--- config.mk ---
export PLATFORM = sky130hd
export DESIGN_NAME = fwc_top
export DESIGN_NICKNAME = d
export VERILOG_FILES = /design/src/rtl/fwc_pkg.sv /design/src/rtl/fwc_index_step.sv /design/src/rtl/fwc_pop_merge.sv /design/src/rtl/fwc_top.sv
export SDC_FILE = /design/constraint.sdc
export NUM_CORES = 1
export LEC_CHECK = 0
export BUFFER_PORTS_ARGS = -buffer_cell sky130_fd_sc_hd__buf_4
export CAP_MARGIN = 30
export CORE_AREA = 3 3 201 203
export DETAILED_ROUTE_END_ITERATION = 8
export DIE_AREA = 0 0 204 206
export PLACE_DENSITY_LB_ADDON = 0.3
export SETUP_SLACK_MARGIN = 0.15
export SLEW_MARGIN = 20
export SYNTH_ARGS = -nofsm -noshare
export SYNTH_HDL_FRONTEND = slang
export SYNTH_SLANG_ARGS = --single-unit
--- constraint.sdc ---
create_clock -name clk_sys -period 10.4 [get_ports clk_sys]
set_input_delay 0.52 -clock clk_sys [delete_from_list [all_inputs] [get_ports clk_sys]]
set_output_delay 0.52 -clock clk_sys [all_outputs]
set_load 0.01 [all_outputs]
--- src/rtl/fwc_pkg.sv ---
// Operation
// RULE_01: set, clear and invert carry bit alone, other flags untouched
// RULE_02: set and clear direction bit directly
// RULE_03: string step increments indexes if direction clear, else decrements
// RULE_04: flags-to-byte copies five status bits to byte bits 7,6,4,2,0
// RULE_05: byte-to-flags loads status bits from byte bits 7,6,4,2,0
// RULE_06: word push stores only the low 16 flag bits
// RULE_07: double push stores whole word with resume and v86 bits zero
// RULE_08: word pop always updates bits 11,10,8,7,6,4,2,0 only
// RULE_09: pops load io privilege bits 13:12 only at privilege level 0
// RULE_10: pops load int-enable bit 9 only when io level >= current level
// RULE_11: double pop may also change bits 18 and 21
// RULE_12: maskable interrupt serviced only while int-enable bit is set
// RULE_13: int-enable set/clear allowed only per mode and privilege level
// RULE_14: in 64-bit mode byte transfers need feature bit 0
// RULE_15: word push and pop unchanged in 64-bit mode
// RULE_16: 64-bit mode double push stores full 64-bit word, bits cleared
// RULE_17: 64-bit mode double pop loads low 32 bits, zeroes upper half
// RULE_18: flag changes visible to the very next instruction
package fwc_pkg;

    localparam int unsigned FWC_FLAGS_W = 64;
    localparam int unsigned FWC_HALF_W  = 32;
    localparam int unsigned FWC_WORD_W  = 16;

    localparam int unsigned CARRY_POS   = 0;
    localparam int unsigned PARITY_POS  = 2;
    localparam int unsigned AUX_POS     = 4;
    localparam int unsigned ZERO_POS    = 6;
    localparam int unsigned SIGN_POS    = 7;
    localparam int unsigned INT_EN_POS  = 9;
    localparam int unsigned DIR_POS     = 10;
    localparam int unsigned IO_PRIVILEGE_LEVEL_LO     = 12;
    localparam int unsigned IO_PRIVILEGE_LEVEL_HI     = 13;
    localparam int unsigned FEATURE_POS = 0;

    localparam logic [63:0] FLAGS_RESET   = 64'h0000_0000_0000_0000;
    localparam logic [63:0] POP_WORD_MASK = 64'h0000_0000_0000_0DD5;
    localparam logic [63:0] POP_DBL_MASK  = 64'h0000_0000_0024_0000;
    localparam logic [63:0] IO_PRIVILEGE_LEVEL_MASK     = 64'h0000_0000_0000_3000;
    localparam logic [63:0] INT_EN_MASK   = 64'h0000_0000_0000_0200;
    localparam logic [63:0] PUSH_CLR_MASK = 64'h0000_0000_0003_0000;
    localparam logic [7:0]  BYTE_MASK     = 8'hD5;
    localparam logic [3:0]  BYTES_WORD    = 4'h2;
    localparam logic [3:0]  BYTES_DBL     = 4'h4;
    localparam logic [3:0]  BYTES_QUAD    = 4'h8;
    localparam logic [1:0]  CPL_TOP       = 2'h0;

    typedef enum logic [3:0] {
        OP_NOP, OP_SET_CARRY, OP_CLR_CARRY, OP_INV_CARRY,
        OP_SET_DIR, OP_CLR_DIR, OP_FLAGS_TO_BYTE, OP_BYTE_TO_FLAGS,
        OP_PUSH_WORD, OP_PUSH_DOUBLE, OP_POP_WORD, OP_POP_DOUBLE,
        OP_SET_INT, OP_CLR_INT, OP_STRING_STEP
    } fwc_op_t;

    // bits a pop may write, given privilege state
    function automatic logic [63:0] fwc_pop_mask(
        input logic [1:0] current_privilege_level,
        input logic [1:0] io_privilege_level,
        input logic       dbl
    );
        logic [63:0] m;
        m = POP_WORD_MASK;
        if (dbl) begin
            m = m | POP_DBL_MASK;
        end
        if (current_privilege_level == CPL_TOP) begin
            m = m | IO_PRIVILEGE_LEVEL_MASK;
        end
        if (io_privilege_level >= current_privilege_level) begin
            m = m | INT_EN_MASK;
        end
        return m;
    endfunction

    function automatic logic [63:0] fwc_step_amt(input logic [1:0] lg);
        return 64'h0000_0000_0000_0001 << lg;
    endfunction

endpackage

--- src/rtl/fwc_index_step.sv ---
`timescale 1ns/1ps
module fwc_index_step
    import fwc_pkg::*;
#(
    parameter int unsigned IDX_W = 64
) (
    input  wire logic [IDX_W-1:0] idx_cur,
    input  wire logic             dir_down,
    input  wire logic [1:0]       elem_log2,
    output logic      [IDX_W-1:0] idx_next
);
    logic [63:0]      step_full;
    logic [IDX_W-1:0] step;

    always_comb begin
        step_full = fwc_step_amt(elem_log2);
        step      = step_full[IDX_W-1:0];
        // wraps at the index width, as the address counter does
        if (dir_down) begin
            idx_next = idx_cur - step; // [RULE_03]
        end else begin
            idx_next = idx_cur + step; // [RULE_03]
        end
    end
endmodule

--- src/rtl/fwc_pop_merge.sv ---
`timescale 1ns/1ps
module fwc_pop_merge
    import fwc_pkg::*;
(
    input  wire logic [63:0] flags_cur,
    input  wire logic [63:0] popped,
    input  wire logic [1:0]  current_privilege_level,
    input  wire logic        dbl,
    input  wire logic        long_mode,
    output logic      [63:0] flags_new
);
    logic [63:0] m;
    logic [63:0] mix;

    always_comb begin
        // old io level decides the int-enable guard, not the popped one
        m   = fwc_pop_mask(current_privilege_level, flags_cur[IO_PRIVILEGE_LEVEL_HI:IO_PRIVILEGE_LEVEL_LO], // [RULE_09]
                           dbl); // [RULE_08] [RULE_10] [RULE_11]
        mix = (flags_cur & ~m) | (popped & m);
        if (dbl && long_mode) begin
            flags_new = 64'(mix[FWC_HALF_W-1:0]); // [RULE_17]
        end else begin
            flags_new = mix; // [RULE_15]
        end
    end
endmodule

--- src/rtl/fwc_top.sv ---
`timescale 1ns/1ps
module fwc_top
    import fwc_pkg::*;
#(
    parameter int unsigned IDX_W = 64
) (
    input  wire logic             clk_sys,
    input  wire logic             sys_rst,
    input  wire logic             clk_en,
    input  wire logic             instr_valid,
    input  wire fwc_op_t          instr_op,
    input  wire logic             long_mode,
    input  wire logic             prot_mode,
    input  wire logic [1:0]       current_privilege_level,
    input  wire logic [31:0]      ext_feature_ecx,
    input  wire logic [7:0]       accumulator_high_byte,
    input  wire logic [63:0]      pop_data,
    input  wire logic             idx_load,
    input  wire logic [IDX_W-1:0] src_init,
    input  wire logic [IDX_W-1:0] dst_init,
    input  wire logic [1:0]       elem_log2,
    input  wire logic             maskable_irq_input,
    output logic      [63:0]      wide_flags_word,
    output logic      [7:0]       ah_result,
    output logic                  ah_result_we,
    output logic      [63:0]      push_data,
    output logic      [3:0]       push_bytes,
    output logic                  push_we,
    output logic                  fault_undef,
    output logic                  fault_protect,
    output logic                  irq_take,
    output logic      [IDX_W-1:0] source_index_reg,
    output logic      [IDX_W-1:0] dest_index_reg
);

    typedef struct packed {
        logic [63:0]      flags;
        logic [IDX_W-1:0] src;
        logic [IDX_W-1:0] dst;
        logic [7:0]       ah;
        logic             ah_we;
        logic [63:0]      push;
        logic [3:0]       push_bytes;
        logic             push_we;
        logic             f_ud;
        logic             f_gp;
        logic             irq;
    } fwc_state_t;

    localparam fwc_state_t STATE_RESET = '{
        flags:      FLAGS_RESET,
        src:        '0,
        dst:        '0,
        ah:         '0,
        ah_we:      1'b0,
        push:       '0,
        push_bytes: '0,
        push_we:    1'b0,
        f_ud:       1'b0,
        f_gp:       1'b0,
        irq:        1'b0
    };

    fwc_state_t       st_q;
    fwc_state_t       st_d;
    logic [63:0]      pop_flags;
    logic [IDX_W-1:0] src_step;
    logic [IDX_W-1:0] dst_step;
    logic [1:0]       io_privilege_level_cur;
    logic             byte_ok;
    logic             int_ok;
    logic             do_op;
    logic             is_pop;
    logic [63:0]      push_img;
    logic [63:0]      step_full;

    assign io_privilege_level_cur = st_q.flags[IO_PRIVILEGE_LEVEL_HI:IO_PRIVILEGE_LEVEL_LO];
    assign do_op    = instr_valid;
    assign is_pop   = (instr_op == OP_POP_WORD)
                   || (instr_op == OP_POP_DOUBLE);
    assign step_full = fwc_step_amt(elem_log2);

    // outside 64-bit mode the byte transfers are always present
    assign byte_ok = !long_mode || ext_feature_ecx[FEATURE_POS]; // [RULE_14]
    // real mode has no privilege check; v86 sensitivity left to the pipe
    assign int_ok  = !prot_mode || (io_privilege_level_cur >= current_privilege_level); // [RULE_13]

    fwc_pop_merge u_pop (
        .flags_cur (st_q.flags),
        .popped    (pop_data),
        .current_privilege_level       (current_privilege_level),
        .dbl       (instr_op == OP_POP_DOUBLE),
        .long_mode (long_mode),
        .flags_new (pop_flags)
    );

    fwc_index_step #(.IDX_W(IDX_W)) u_src (
        .idx_cur   (st_q.src),
        .dir_down  (st_q.flags[DIR_POS]),
        .elem_log2 (elem_log2),
        .idx_next  (src_step)
    );

    fwc_index_step #(.IDX_W(IDX_W)) u_dst (
        .idx_cur   (st_q.dst),
        .dir_down  (st_q.flags[DIR_POS]),
        .elem_log2 (elem_log2),
        .idx_next  (dst_step)
    );

    always_comb begin
        st_d            = st_q;
        st_d.ah_we      = 1'b0;
        st_d.push_we    = 1'b0;
        st_d.f_ud       = 1'b0;
        st_d.f_gp       = 1'b0;
        push_img        = st_q.flags & ~PUSH_CLR_MASK;
        // the mask acts on the flag as it stands this cycle
        st_d.irq = maskable_irq_input && st_q.flags[INT_EN_POS]; // [RULE_12]
        if (idx_load) begin
            st_d.src = src_init;
            st_d.dst = dst_init;
        end
        if (do_op) begin
            unique case (instr_op)
                OP_NOP: begin
                end
                OP_SET_CARRY: begin
                    st_d.flags[CARRY_POS] = 1'b1; // [RULE_01]
                end
                OP_CLR_CARRY: begin
                    st_d.flags[CARRY_POS] = 1'b0; // [RULE_01]
                end
                OP_INV_CARRY: begin
                    st_d.flags[CARRY_POS] = !st_q.flags[CARRY_POS]; // [RULE_01]
                end
                OP_SET_DIR: begin
                    st_d.flags[DIR_POS] = 1'b1; // [RULE_02]
                end
                OP_CLR_DIR: begin
                    st_d.flags[DIR_POS] = 1'b0; // [RULE_02]
                end
                OP_FLAGS_TO_BYTE: begin
                    if (byte_ok) begin
                        // untouched byte bits pass through from the source
                        st_d.ah = (accumulator_high_byte & ~BYTE_MASK)
                                | (st_q.flags[7:0] & BYTE_MASK); // [RULE_04]
                        st_d.ah_we = 1'b1;
                    end else begin
                        st_d.f_ud = 1'b1; // [RULE_14]
                    end
                end
                OP_BYTE_TO_FLAGS: begin
                    if (byte_ok) begin
                        st_d.flags[7:0] = (st_q.flags[7:0] & ~BYTE_MASK)
                            | (accumulator_high_byte & BYTE_MASK); // [RULE_05]
                    end else begin
                        st_d.f_ud = 1'b1; // [RULE_14]
                    end
                end
                OP_PUSH_WORD: begin
                    st_d.push = 64'(st_q.flags[FWC_WORD_W-1:0]); // [RULE_06]
                    st_d.push_bytes = BYTES_WORD; // [RULE_15]
                    st_d.push_we    = 1'b1;
                end
                OP_PUSH_DOUBLE: begin
                    if (long_mode) begin
                        st_d.push       = push_img; // [RULE_16]
                        st_d.push_bytes = BYTES_QUAD;
                    end else begin
                        st_d.push = 64'(push_img[FWC_HALF_W-1:0]); // [RULE_07]
                        st_d.push_bytes = BYTES_DBL;
                    end
                    st_d.push_we = 1'b1;
                end
                OP_POP_WORD, OP_POP_DOUBLE: begin
                    st_d.flags = pop_flags; // [RULE_08] [RULE_11] [RULE_17]
                end
                OP_SET_INT: begin
                    if (int_ok) begin
                        st_d.flags[INT_EN_POS] = 1'b1; // [RULE_13]
                    end else begin
                        st_d.f_gp = 1'b1; // [RULE_13]
                    end
                end
                OP_CLR_INT: begin
                    if (int_ok) begin
                        st_d.flags[INT_EN_POS] = 1'b0; // [RULE_13]
                    end else begin
                        st_d.f_gp = 1'b1; // [RULE_13]
                    end
                end
                OP_STRING_STEP: begin
                    // a reload in the same cycle wins over the step
                    if (!idx_load) begin
                        st_d.src = src_step; // [RULE_03]
                        st_d.dst = dst_step; // [RULE_03]
                    end
                end
                default: begin
                end
            endcase
        end
    end

    // flags are written on the issuing edge so the next op sees them
    always_ff @(posedge clk_sys or posedge sys_rst) begin
        if (sys_rst) begin
            st_q <= STATE_RESET;
        end else if (clk_en) begin
            st_q <= st_d; // [RULE_18]
        end
    end

    assign wide_flags_word  = st_q.flags;
    assign ah_result        = st_q.ah;
    assign ah_result_we     = st_q.ah_we;
    assign push_data        = st_q.push;
    assign push_bytes       = st_q.push_bytes;
    assign push_we          = st_q.push_we;
    assign fault_undef      = st_q.f_ud;
    assign fault_protect    = st_q.f_gp;
    assign irq_take         = st_q.irq;
    assign source_index_reg = st_q.src;
    assign dest_index_reg   = st_q.dst;

    function automatic logic issue(input fwc_op_t op);
        return clk_en && instr_valid && (instr_op == op);
    endfunction
endmodule

==> results.py, run 1 <==
metrics = {
    "status": {
        "run_status": "complete, no violations",
    },
    "sta": {
        "worstMarginPinSlew_ps": 881,
        "final_period_minus_worst_setup_slack_ps": 5280,
        "skew_ps": 17.3,
        "clock.fmax_ghz": 0.189,
        "rsz0062_at_grt": "false",
        "timing_hold_violations_final": 0,
        "period_utilisation_layout_pct": 50.7,
        "fin_setup_tns_ps": 0,
        "timing.final.setup_violations": 0,
        "timing.final.max_slew_violations": 0,
        "relSlewSlack_pct": 41.3,
    },
    "setup_path": {
        "timing.critical_path.cells": "a21o_2 -> buf_4 -> ha_1 -> o21a_1 -> o221ai_1 -> a21oi_1 -> a211o_1 -> o21ai_1 -> o211ai_1 -> a21oi_1 -> o21ai_1 -> a31oi_1 -> mux2i_1 -> a21oi_1",
        "timing.critical_path.to_type": "register",
        "worst_path_dominant_cell_family": "compound AO/OA/AOI/OAI gates",
        "worstPathBufferInverterCount": 1,
        "cp-start-kind": "register",
        "path_class": "register to register",
        "critical-path-top-cell-by-count": "a21oi_1",
        "worst_endpoint_required_time_ps": 10720,
        "critPathArrivalTime_ps": 5600,
        "worstPathMaxFanout": 41,
        "timing.critical_path.slowest_stage_cell": "dfrtp_2",
        "crit_path_max_incr_delay_ps": 750,
    },
    "finish": {
        "finalCoreUtilization_pct": 50.5,
        "fin_cells": 2859,
        "share_of_final_layout_standard_cells_stronger_than_drive_strength_1_pct": 20.1,
        "final.fill_count": 3740,
        "layout-area-overhead-vs-synth_pct": 19.0,
        "fin_nets": 2708,
    },
    "clock_network": {
        "cts_inserted_buffers": 17,
        "post-cts-setup-buffers": 0,
        "maximum_count_of_clock_buffers_along_a_single_path": 2,
        "clk_pin_slew_worst_paths_ps": 90,
        "cts_hold_repair.buffers": 0,
        "clock_tree.root_cell": "clkbuf_16",
        "cts_repair_resize_count": 0,
        "cts.sink_count": 170,
        "htree_levels": 4,
        "clock_insertion_delay_worst_skew_ps": 470,
        "cts_tree": "done",
    },
    "placement": {
        "numPlacedInstances": 2826,
        "numPortBuffers": 335,
        "place_congestion": 0.919,
        "place.detailed.hpwl_um": 44900,
    },
    "synth": {
        "register_area_share_after_synthesis_pct": 26.0,
        "synthDominantCellAreaShare_pct": 26.0,
        "synthesis.area_um2": 16400,
        "async_flop_share_pct": 100,
        "syn-mean-instance-area_um2": 7.92,
        "synth_flop_cell": "dfrtp_1",
        "synth_edf_count": 0,
        "most_frequent_cell_after_synthesis": "a21oi_1",
        "yosys-top-cells-count": "a21oi_1, nand2_1, dfrtp_1",
        "synth_area_leader_cell": "dfrtp_1",
        "ys_top_cells_by_area": "dfrtp_1, ha_1, a21oi_1",
        "postSynthCellCount": 2069,
        "count_of_yosys_warnings_during_synthesis": 0,
        "synth.ff_latch_count": 170,
        "post_synth_num_cell_types": 85,
    },
    "global_route": {
        "vias_in_the_first_global_route": 16224,
        "global_route.overflow_total": 0,
        "grt_antenna_before_repair": 1,
        "grt_pass1_wl_um": 93000,
        "grt_max_degree": 63,
        "grt_usage_pct": 28.1,
    },
    "routing": {
        "routed_wirelength_um": 61100,
        "first_pass_iters": 6,
        "detail_route.drc_violations": 0,
        "detailedRoute.firstIterationViolations": 1291,
        "vias": 16724,
        "postRouteAntennaNets": 0,
        "routedWlPerCell_um": 21.4,
        "drt-vias-per-instance": 5.85,
    },
    "floorplan": {
        "initial_utilization_pct": 42.4,
        "design.core.area_um2": 38600,
        "io_pins": 521,
        "chipHeight_um": 206,
        "die-area_um2": 42000,
        "die_w_um": 204,
        "row_count": 72,
    },
    "power": {
        "max-vdd-ir-drop_uv": 130,
        "power_density_nw_per_um2": 183,
        "power_leakage_nw": 9.03,
    },
    "job": {
        "drv_cap": 0,
    },
    "hold_path": {
        "hold_class": "input port to async pin",
    },
}
-- cells in the final DEF, fill, tap and decap left out, types with 22 or more instances in the layout --
| cell | synthesis | layout |
|---|---|---|
| a21oi_1 | 258 | 257 |
| xnor2_1 | 65 | 65 |
| o21a_1 | 22 | 22 |
| a31oi_1 | 29 | 29 |
| nand4_1 | 34 | 34 |
| o21ai_0 | 143 | 143 |
| o22ai_1 | 75 | 75 |
| xor2_1 | 48 | 48 |
| ha_1 | 133 | 133 |
| buf_4 | 105 | 357 |
| a21o_1 | 67 | 66 |
| conb_1 | 1 | 103 |
| o21bai_1 | 32 | 32 |
| nor2_1 | 146 | 142 |
| nand3_1 | 42 | 42 |
| inv_1 | 63 | 62 |
| nand2_1 | 175 | 174 |
| mux2_2 | 26 | 26 |
| or3_1 | 30 | 30 |
| dfrtp_1 | 170 | 169 |
-- worst paths after layout --
| check | cells past startpoint | from | slack, ps | endpoint |
|---|---|---|---|---|
| min reg2reg | 2 | push_data[21] | 490 | push_data[21] |
| max reg2reg | 14 | wide_flags_word[10] | 5120 | dest_index_reg[56] |
| min in group clk_sys | 3 | dst_init[6] | 240 | dest_index_reg[6] |
| min | 2 | sys_rst | 80 | dest_index_reg[4] |
| max in group asynchronous | 3 | sys_rst | 9080 | source_index_reg[44] |
| max | 14 | wide_flags_word[10] | 5120 | dest_index_reg[56] |
-- cell families after synthesis --
kind of cell | count (synthesis) | synth area share, %
mux | 40 | 2.64
xor+xnor | 113 | 6.04
buf+inv | 284 | 9.02
compound gates | 788 | 30.6
flops | 170 | 26.0
simple gates | 538 | 15.4
fa+ha+maj | 135 | 10.3
other cells | 1 | 0.0229
-- layer usage --
layer | track usage (%) | share of wire (%) | routed length [um]
met1 | 37.0 | 43 | 26400
met2 | 47.1 | 47 | 28800
met3 | 5.32 | 7.2 | 4390
met4 | 8.65 | 2.5 | 1560
met5 | 0 | 0 | 0
-- where the power goes --
group	internal, W	total (W)	switching (W)
Sequential	0.000764	0.000889	0.000125
Clock	0.000328	0.000667	0.000339
Combinational	0.000846	0.00202	0.00117
-- worst reg2reg max path, cell delays in order, from the launching register on --
cell      delay [ps]
dfrtp_2          750
a21o_2           710
buf_4            650
ha_1             460
o21a_1           230
o221ai_1         220
a21oi_1          120
a211o_1          300
o21ai_1          240
o211ai_1         260
a21oi_1          320
o21ai_1          170
a31oi_1          370
mux2i_1          240
a21oi_1           80
-- layout make-up --
| cell class | instances | area [um2] | area share, % |
|---|---|---|---|
| well taps | 518 | 648 | 3.32 |
| diodes | 1 | 2.50 | 0.0128 |
| clock buffers | 18 | 439 | 2.25 |
| clock inverters | 14 | 144 | 0.738 |
| repair buffers | 357 | 2680 | 13.7 |
| flip-flops and latches | 170 | 4260 | 21.8 |
| inverters | 64 | 245 | 1.26 |
| multi-input cells | 1717 | 11100 | 56.8 |
-- metrics by stage --
| stage | power, W | setup WS, ps | hold WS, ps | area, um2 |
|---|---|---|---|---|
| finish | 0.00358 | 5120 | 79.4 | 19500 |
| floorplan | 0.00230 | 5280 | 516 | 16800 |
| global route | 0.00383 | 4850 | 101 | 19500 |
| global placement | 0.00286 | 5040 | 463 | 18900 |
| CTS | 0.00356 | 5160 | 83.8 | 19500 |
| detailed placement | 0.00288 | 4970 | 472 | 18900 |
Power figures use the tool's default switching activity.
==> inputs of run 2 (changes only) <==
--- a/config.mk
+++ b/config.mk
@@ -5,11 +5,12 @@
 export SDC_FILE = /design/constraint.sdc
 export NUM_CORES = 1
 export LEC_CHECK = 0
+export ABC_AREA = 1
 export BUFFER_PORTS_ARGS = -buffer_cell sky130_fd_sc_hd__buf_4
 export CAP_MARGIN = 30
-export CORE_AREA = 3 3 201 203
+export CORE_AREA = 3 3 204 206
 export DETAILED_ROUTE_END_ITERATION = 8
-export DIE_AREA = 0 0 204 206
+export DIE_AREA = 0 0 207 209
 export PLACE_DENSITY_LB_ADDON = 0.3
 export SETUP_SLACK_MARGIN = 0.15
 export SLEW_MARGIN = 20
==> constraint.sdc (replaced) <==
create_clock -name clk_sys -period 5.4 [get_ports clk_sys]
set_input_delay 0.27 -clock clk_sys [delete_from_list [all_inputs] [get_ports clk_sys]]
set_output_delay 0.27 -clock clk_sys [all_outputs]
set_load 0.01 [all_outputs]
==> results.py, run 2 <==
metrics = {
    "clock_network": {
        "clock_insertion_delay_worst_skew_ps": 490,
        "cts_repair_resize_count": 0,
        "htree_levels": 4,
        "clock_tree.root_cell": "clkbuf_16",
        "cts_tree": "done",
        "cts_inserted_buffers": 17,
        "cts_hold_repair.buffers": 1,
        "cts.sink_count": 170,
        "post-cts-setup-buffers": 0,
        "clk_pin_slew_worst_paths_ps": 80,
        "maximum_count_of_clock_buffers_along_a_single_path": 2,
    },
    "power": {
        "power_density_nw_per_um2": 341,
        "max-vdd-ir-drop_uv": 235,
        "power_leakage_nw": 12.2,
    },
    "setup_path": {
        "timing.critical_path.cells": "buf_4 -> buf_4 -> ha_1 -> nand2_1 -> inv_1 -> a21oi_1 -> nor2_1 -> nor2_1 -> o21ai_0 -> a211oi_1 -> nand3_1 -> nand3_1 -> nand2_1 -> nand2_1 -> nand2_1",
        "worst_path_dominant_cell_family": "compound AO/OA/AOI/OAI gates",
        "cp.depth": 15,
        "critical-path-top-cell-by-count": "nand2_1",
        "reg2reg_from": "wide_flags_word[10]",
        "worst_endpoint_required_time_ps": 5770,
        "worstPathBufferInverterCount": 3,
        "regToRegSetupSlack_ps": 1580,
        "crit_path_max_incr_delay_ps": 660,
        "endpoint": "dest_index_reg[50]",
        "path_class": "register to register",
        "timing.critical_path.slowest_stage_cell": "a211oi_1",
        "timing.critical_path.to_type": "register",
        "critPathArrivalTime_ps": 4190,
        "crit_path_start": "wide_flags_word[10]",
        "r2r.worst_path.cells": 15,
        "worstPathMaxFanout": 38,
        "cp-start-kind": "register",
        "reg2reg_to": "dest_index_reg[50]",
    },
    "sta": {
        "relSlewSlack_pct": 36.9,
        "skew_ps": 25.7,
        "worstMarginPinSlew_ps": 946,
        "timing_hold_violations_final": 0,
        "fin_setup_tns_ps": 0,
        "finalHoldWorstSlack_ps": 10.4,
        "worst_slack_ps": 1580,
        "timing.final.max_slew_violations": 0,
        "final_period_minus_worst_setup_slack_ps": 3820,
        "rsz0062_at_grt": "false",
        "period_utilisation_layout_pct": 70.8,
        "timing.final.setup_violations": 0,
        "clock.fmax_ghz": 0.262,
    },
    "synth": {
        "synthesis.area_um2": 20900,
        "ys_top_cells_by_area": "dfrtp_1, nand2_1, ha_1",
        "synth_edf_count": 0,
        "yosys-top-cells-count": "nand2_1, inv_1, nor2_1",
        "most_frequent_cell_after_synthesis": "nand2_1",
        "async_flop_share_pct": 100,
        "synthDominantCellAreaShare_pct": 20.3,
        "count_of_yosys_warnings_during_synthesis": 0,
        "synth.ff_latch_count": 170,
        "postSynthCellCount": 3545,
        "synth_flop_cell": "dfrtp_1",
        "post_synth_num_cell_types": 60,
        "synth_area_leader_cell": "dfrtp_1",
        "syn-mean-instance-area_um2": 5.91,
        "register_area_share_after_synthesis_pct": 20.3,
    },
    "routing": {
        "vias": 24764,
        "met2_wirelength_um": 38000,
        "top_signal_layer_used": "met4",
        "route.layer.met1.wl_um": 33800,
        "detailedRoute.firstIterationViolations": 2547,
        "first_pass_iters": 6,
        "routed-wl-met3_um": 7410,
        "routed_wirelength_um": 82600,
        "routedWlPerCell_um": 19.0,
        "detail_route.drc_violations": 0,
        "postRouteAntennaNets": 0,
        "drt-vias-per-instance": 5.68,
    },
    "status": {
        "run_status": "complete, no violations",
    },
    "finish": {
        "fin_nets": 4196,
        "finalCoreUtilization_pct": 60.6,
        "layout_common_cells": "nand2_1, inv_1, nor2_1",
        "final.fill_count": 4079,
        "share_of_final_layout_standard_cells_stronger_than_drive_strength_1_pct": 13.2,
        "layout.cell_area.non_filler_um2": 24100,
        "layout-area-overhead-vs-synth_pct": 15.2,
        "leading_cell_type_in_the_layout_fill_and_taps_excluded": "nand2_1",
    },
    "hold_path": {
        "min-delay-start": "long_mode",
        "hold_class": "input port to register",
    },
    "placement": {
        "dp_slack_ps": 1720,
        "place.detailed.hpwl_um": 64400,
        "place_congestion": 1.07,
        "place_area_um2": 23500,
        "numPortBuffers": 335,
    },
    "floorplan": {
        "chipHeight_um": 209,
        "design.core.area_um2": 39800,
        "initial_utilization_pct": 52.6,
        "row_count": 73,
        "die-area_um2": 43300,
        "die_w_um": 207,
        "io_pins": 521,
    },
    "global_route": {
        "vias_in_the_first_global_route": 22761,
        "grt_usage_pct": 36.5,
        "grt_antenna_before_repair": 5,
        "grt_pass1_wl_um": 127000,
        "global_route.overflow_total": 0,
        "grt_max_degree": 92,
    },
    "job": {
        "drv_cap": 0,
    },
}
-- run 2: changes by cell type in the layout (fill, tap and decap cells not counted), sizes merged, moves of 28 or more --
cell / before / now
a21boi: 6 / 34
a21o: 68 / 5
a21oi: 260 / 311
inv: 74 / 419
nand2: 175 / 1116
nand3: 42 / 170
nand3b: 3 / 31
nor2: 146 / 401
o21ai: 157 / 296
o22ai: 76 / 9
or3: 30 / 0
xnor2: 65 / 6
xor2: 48 / 4
-- run 2: how the worst min path moves through the flow --
stage | end | slack (ps) | cells past startpoint
floorplan | push_bytes[2] | 380 | 1
global placement | wide_flags_word[21] | 430 | 2
detailed placement | wide_flags_word[21] | 430 | 2
CTS | push_bytes[2] | 1 | 2
global route | ah_result[1] | 20 | 2
finish | push_bytes[2] | 10 | 2
-- run 2: routing by layer --
metal  vias up  GRT usage (%)
met5         -              0
met4         0           13.8
met3       195           4.77
met2      1266           60.8
met1     11304           48.5
li1      11999              -
-- run 2: logic make-up after synthesis --
| logic type | share of synthesized area (%) |
|---|---|
| xor+xnor | 0.418 |
| compound gates | 22.2 |
| other cells | 0.0179 |
| fa+ha+maj | 7.95 |
| simple gates | 35.6 |
| mux | 0.323 |
| flops | 20.3 |
| buf+inv | 13.2 |
-- run 2: where the power goes --
part | internal [W] | switching (W) | total [W]
sequential | 0.00147 | 0.000254 | 0.00172
combinational | 0.00174 | 0.00341 | 0.00514
clock | 0.000711 | 0.000654 | 0.00136
-- run 2: cell type report --
cell class	instances	area [um2]	share of cell area [%]
antenna	5	12.5	0.0519
clock buffer	20	447	1.85
clock inverter	12	151	0.628
inverter	413	1560	6.47
multi-input combinational	2853	14300	59.4
sequential	170	4260	17.6
tap	525	657	2.72
timing repair buffer	360	2720	11.3
-- run 2: metrics by stage --
step	power, W	cells
5_1_grt	0.00883	4358
6_report	0.00823	4358
3_5_place_dp	0.00673	4320
3_3_place_gp	0.00670	4320
2_1_floorplan	0.00512	3647
4_1_cts	0.00810	4353
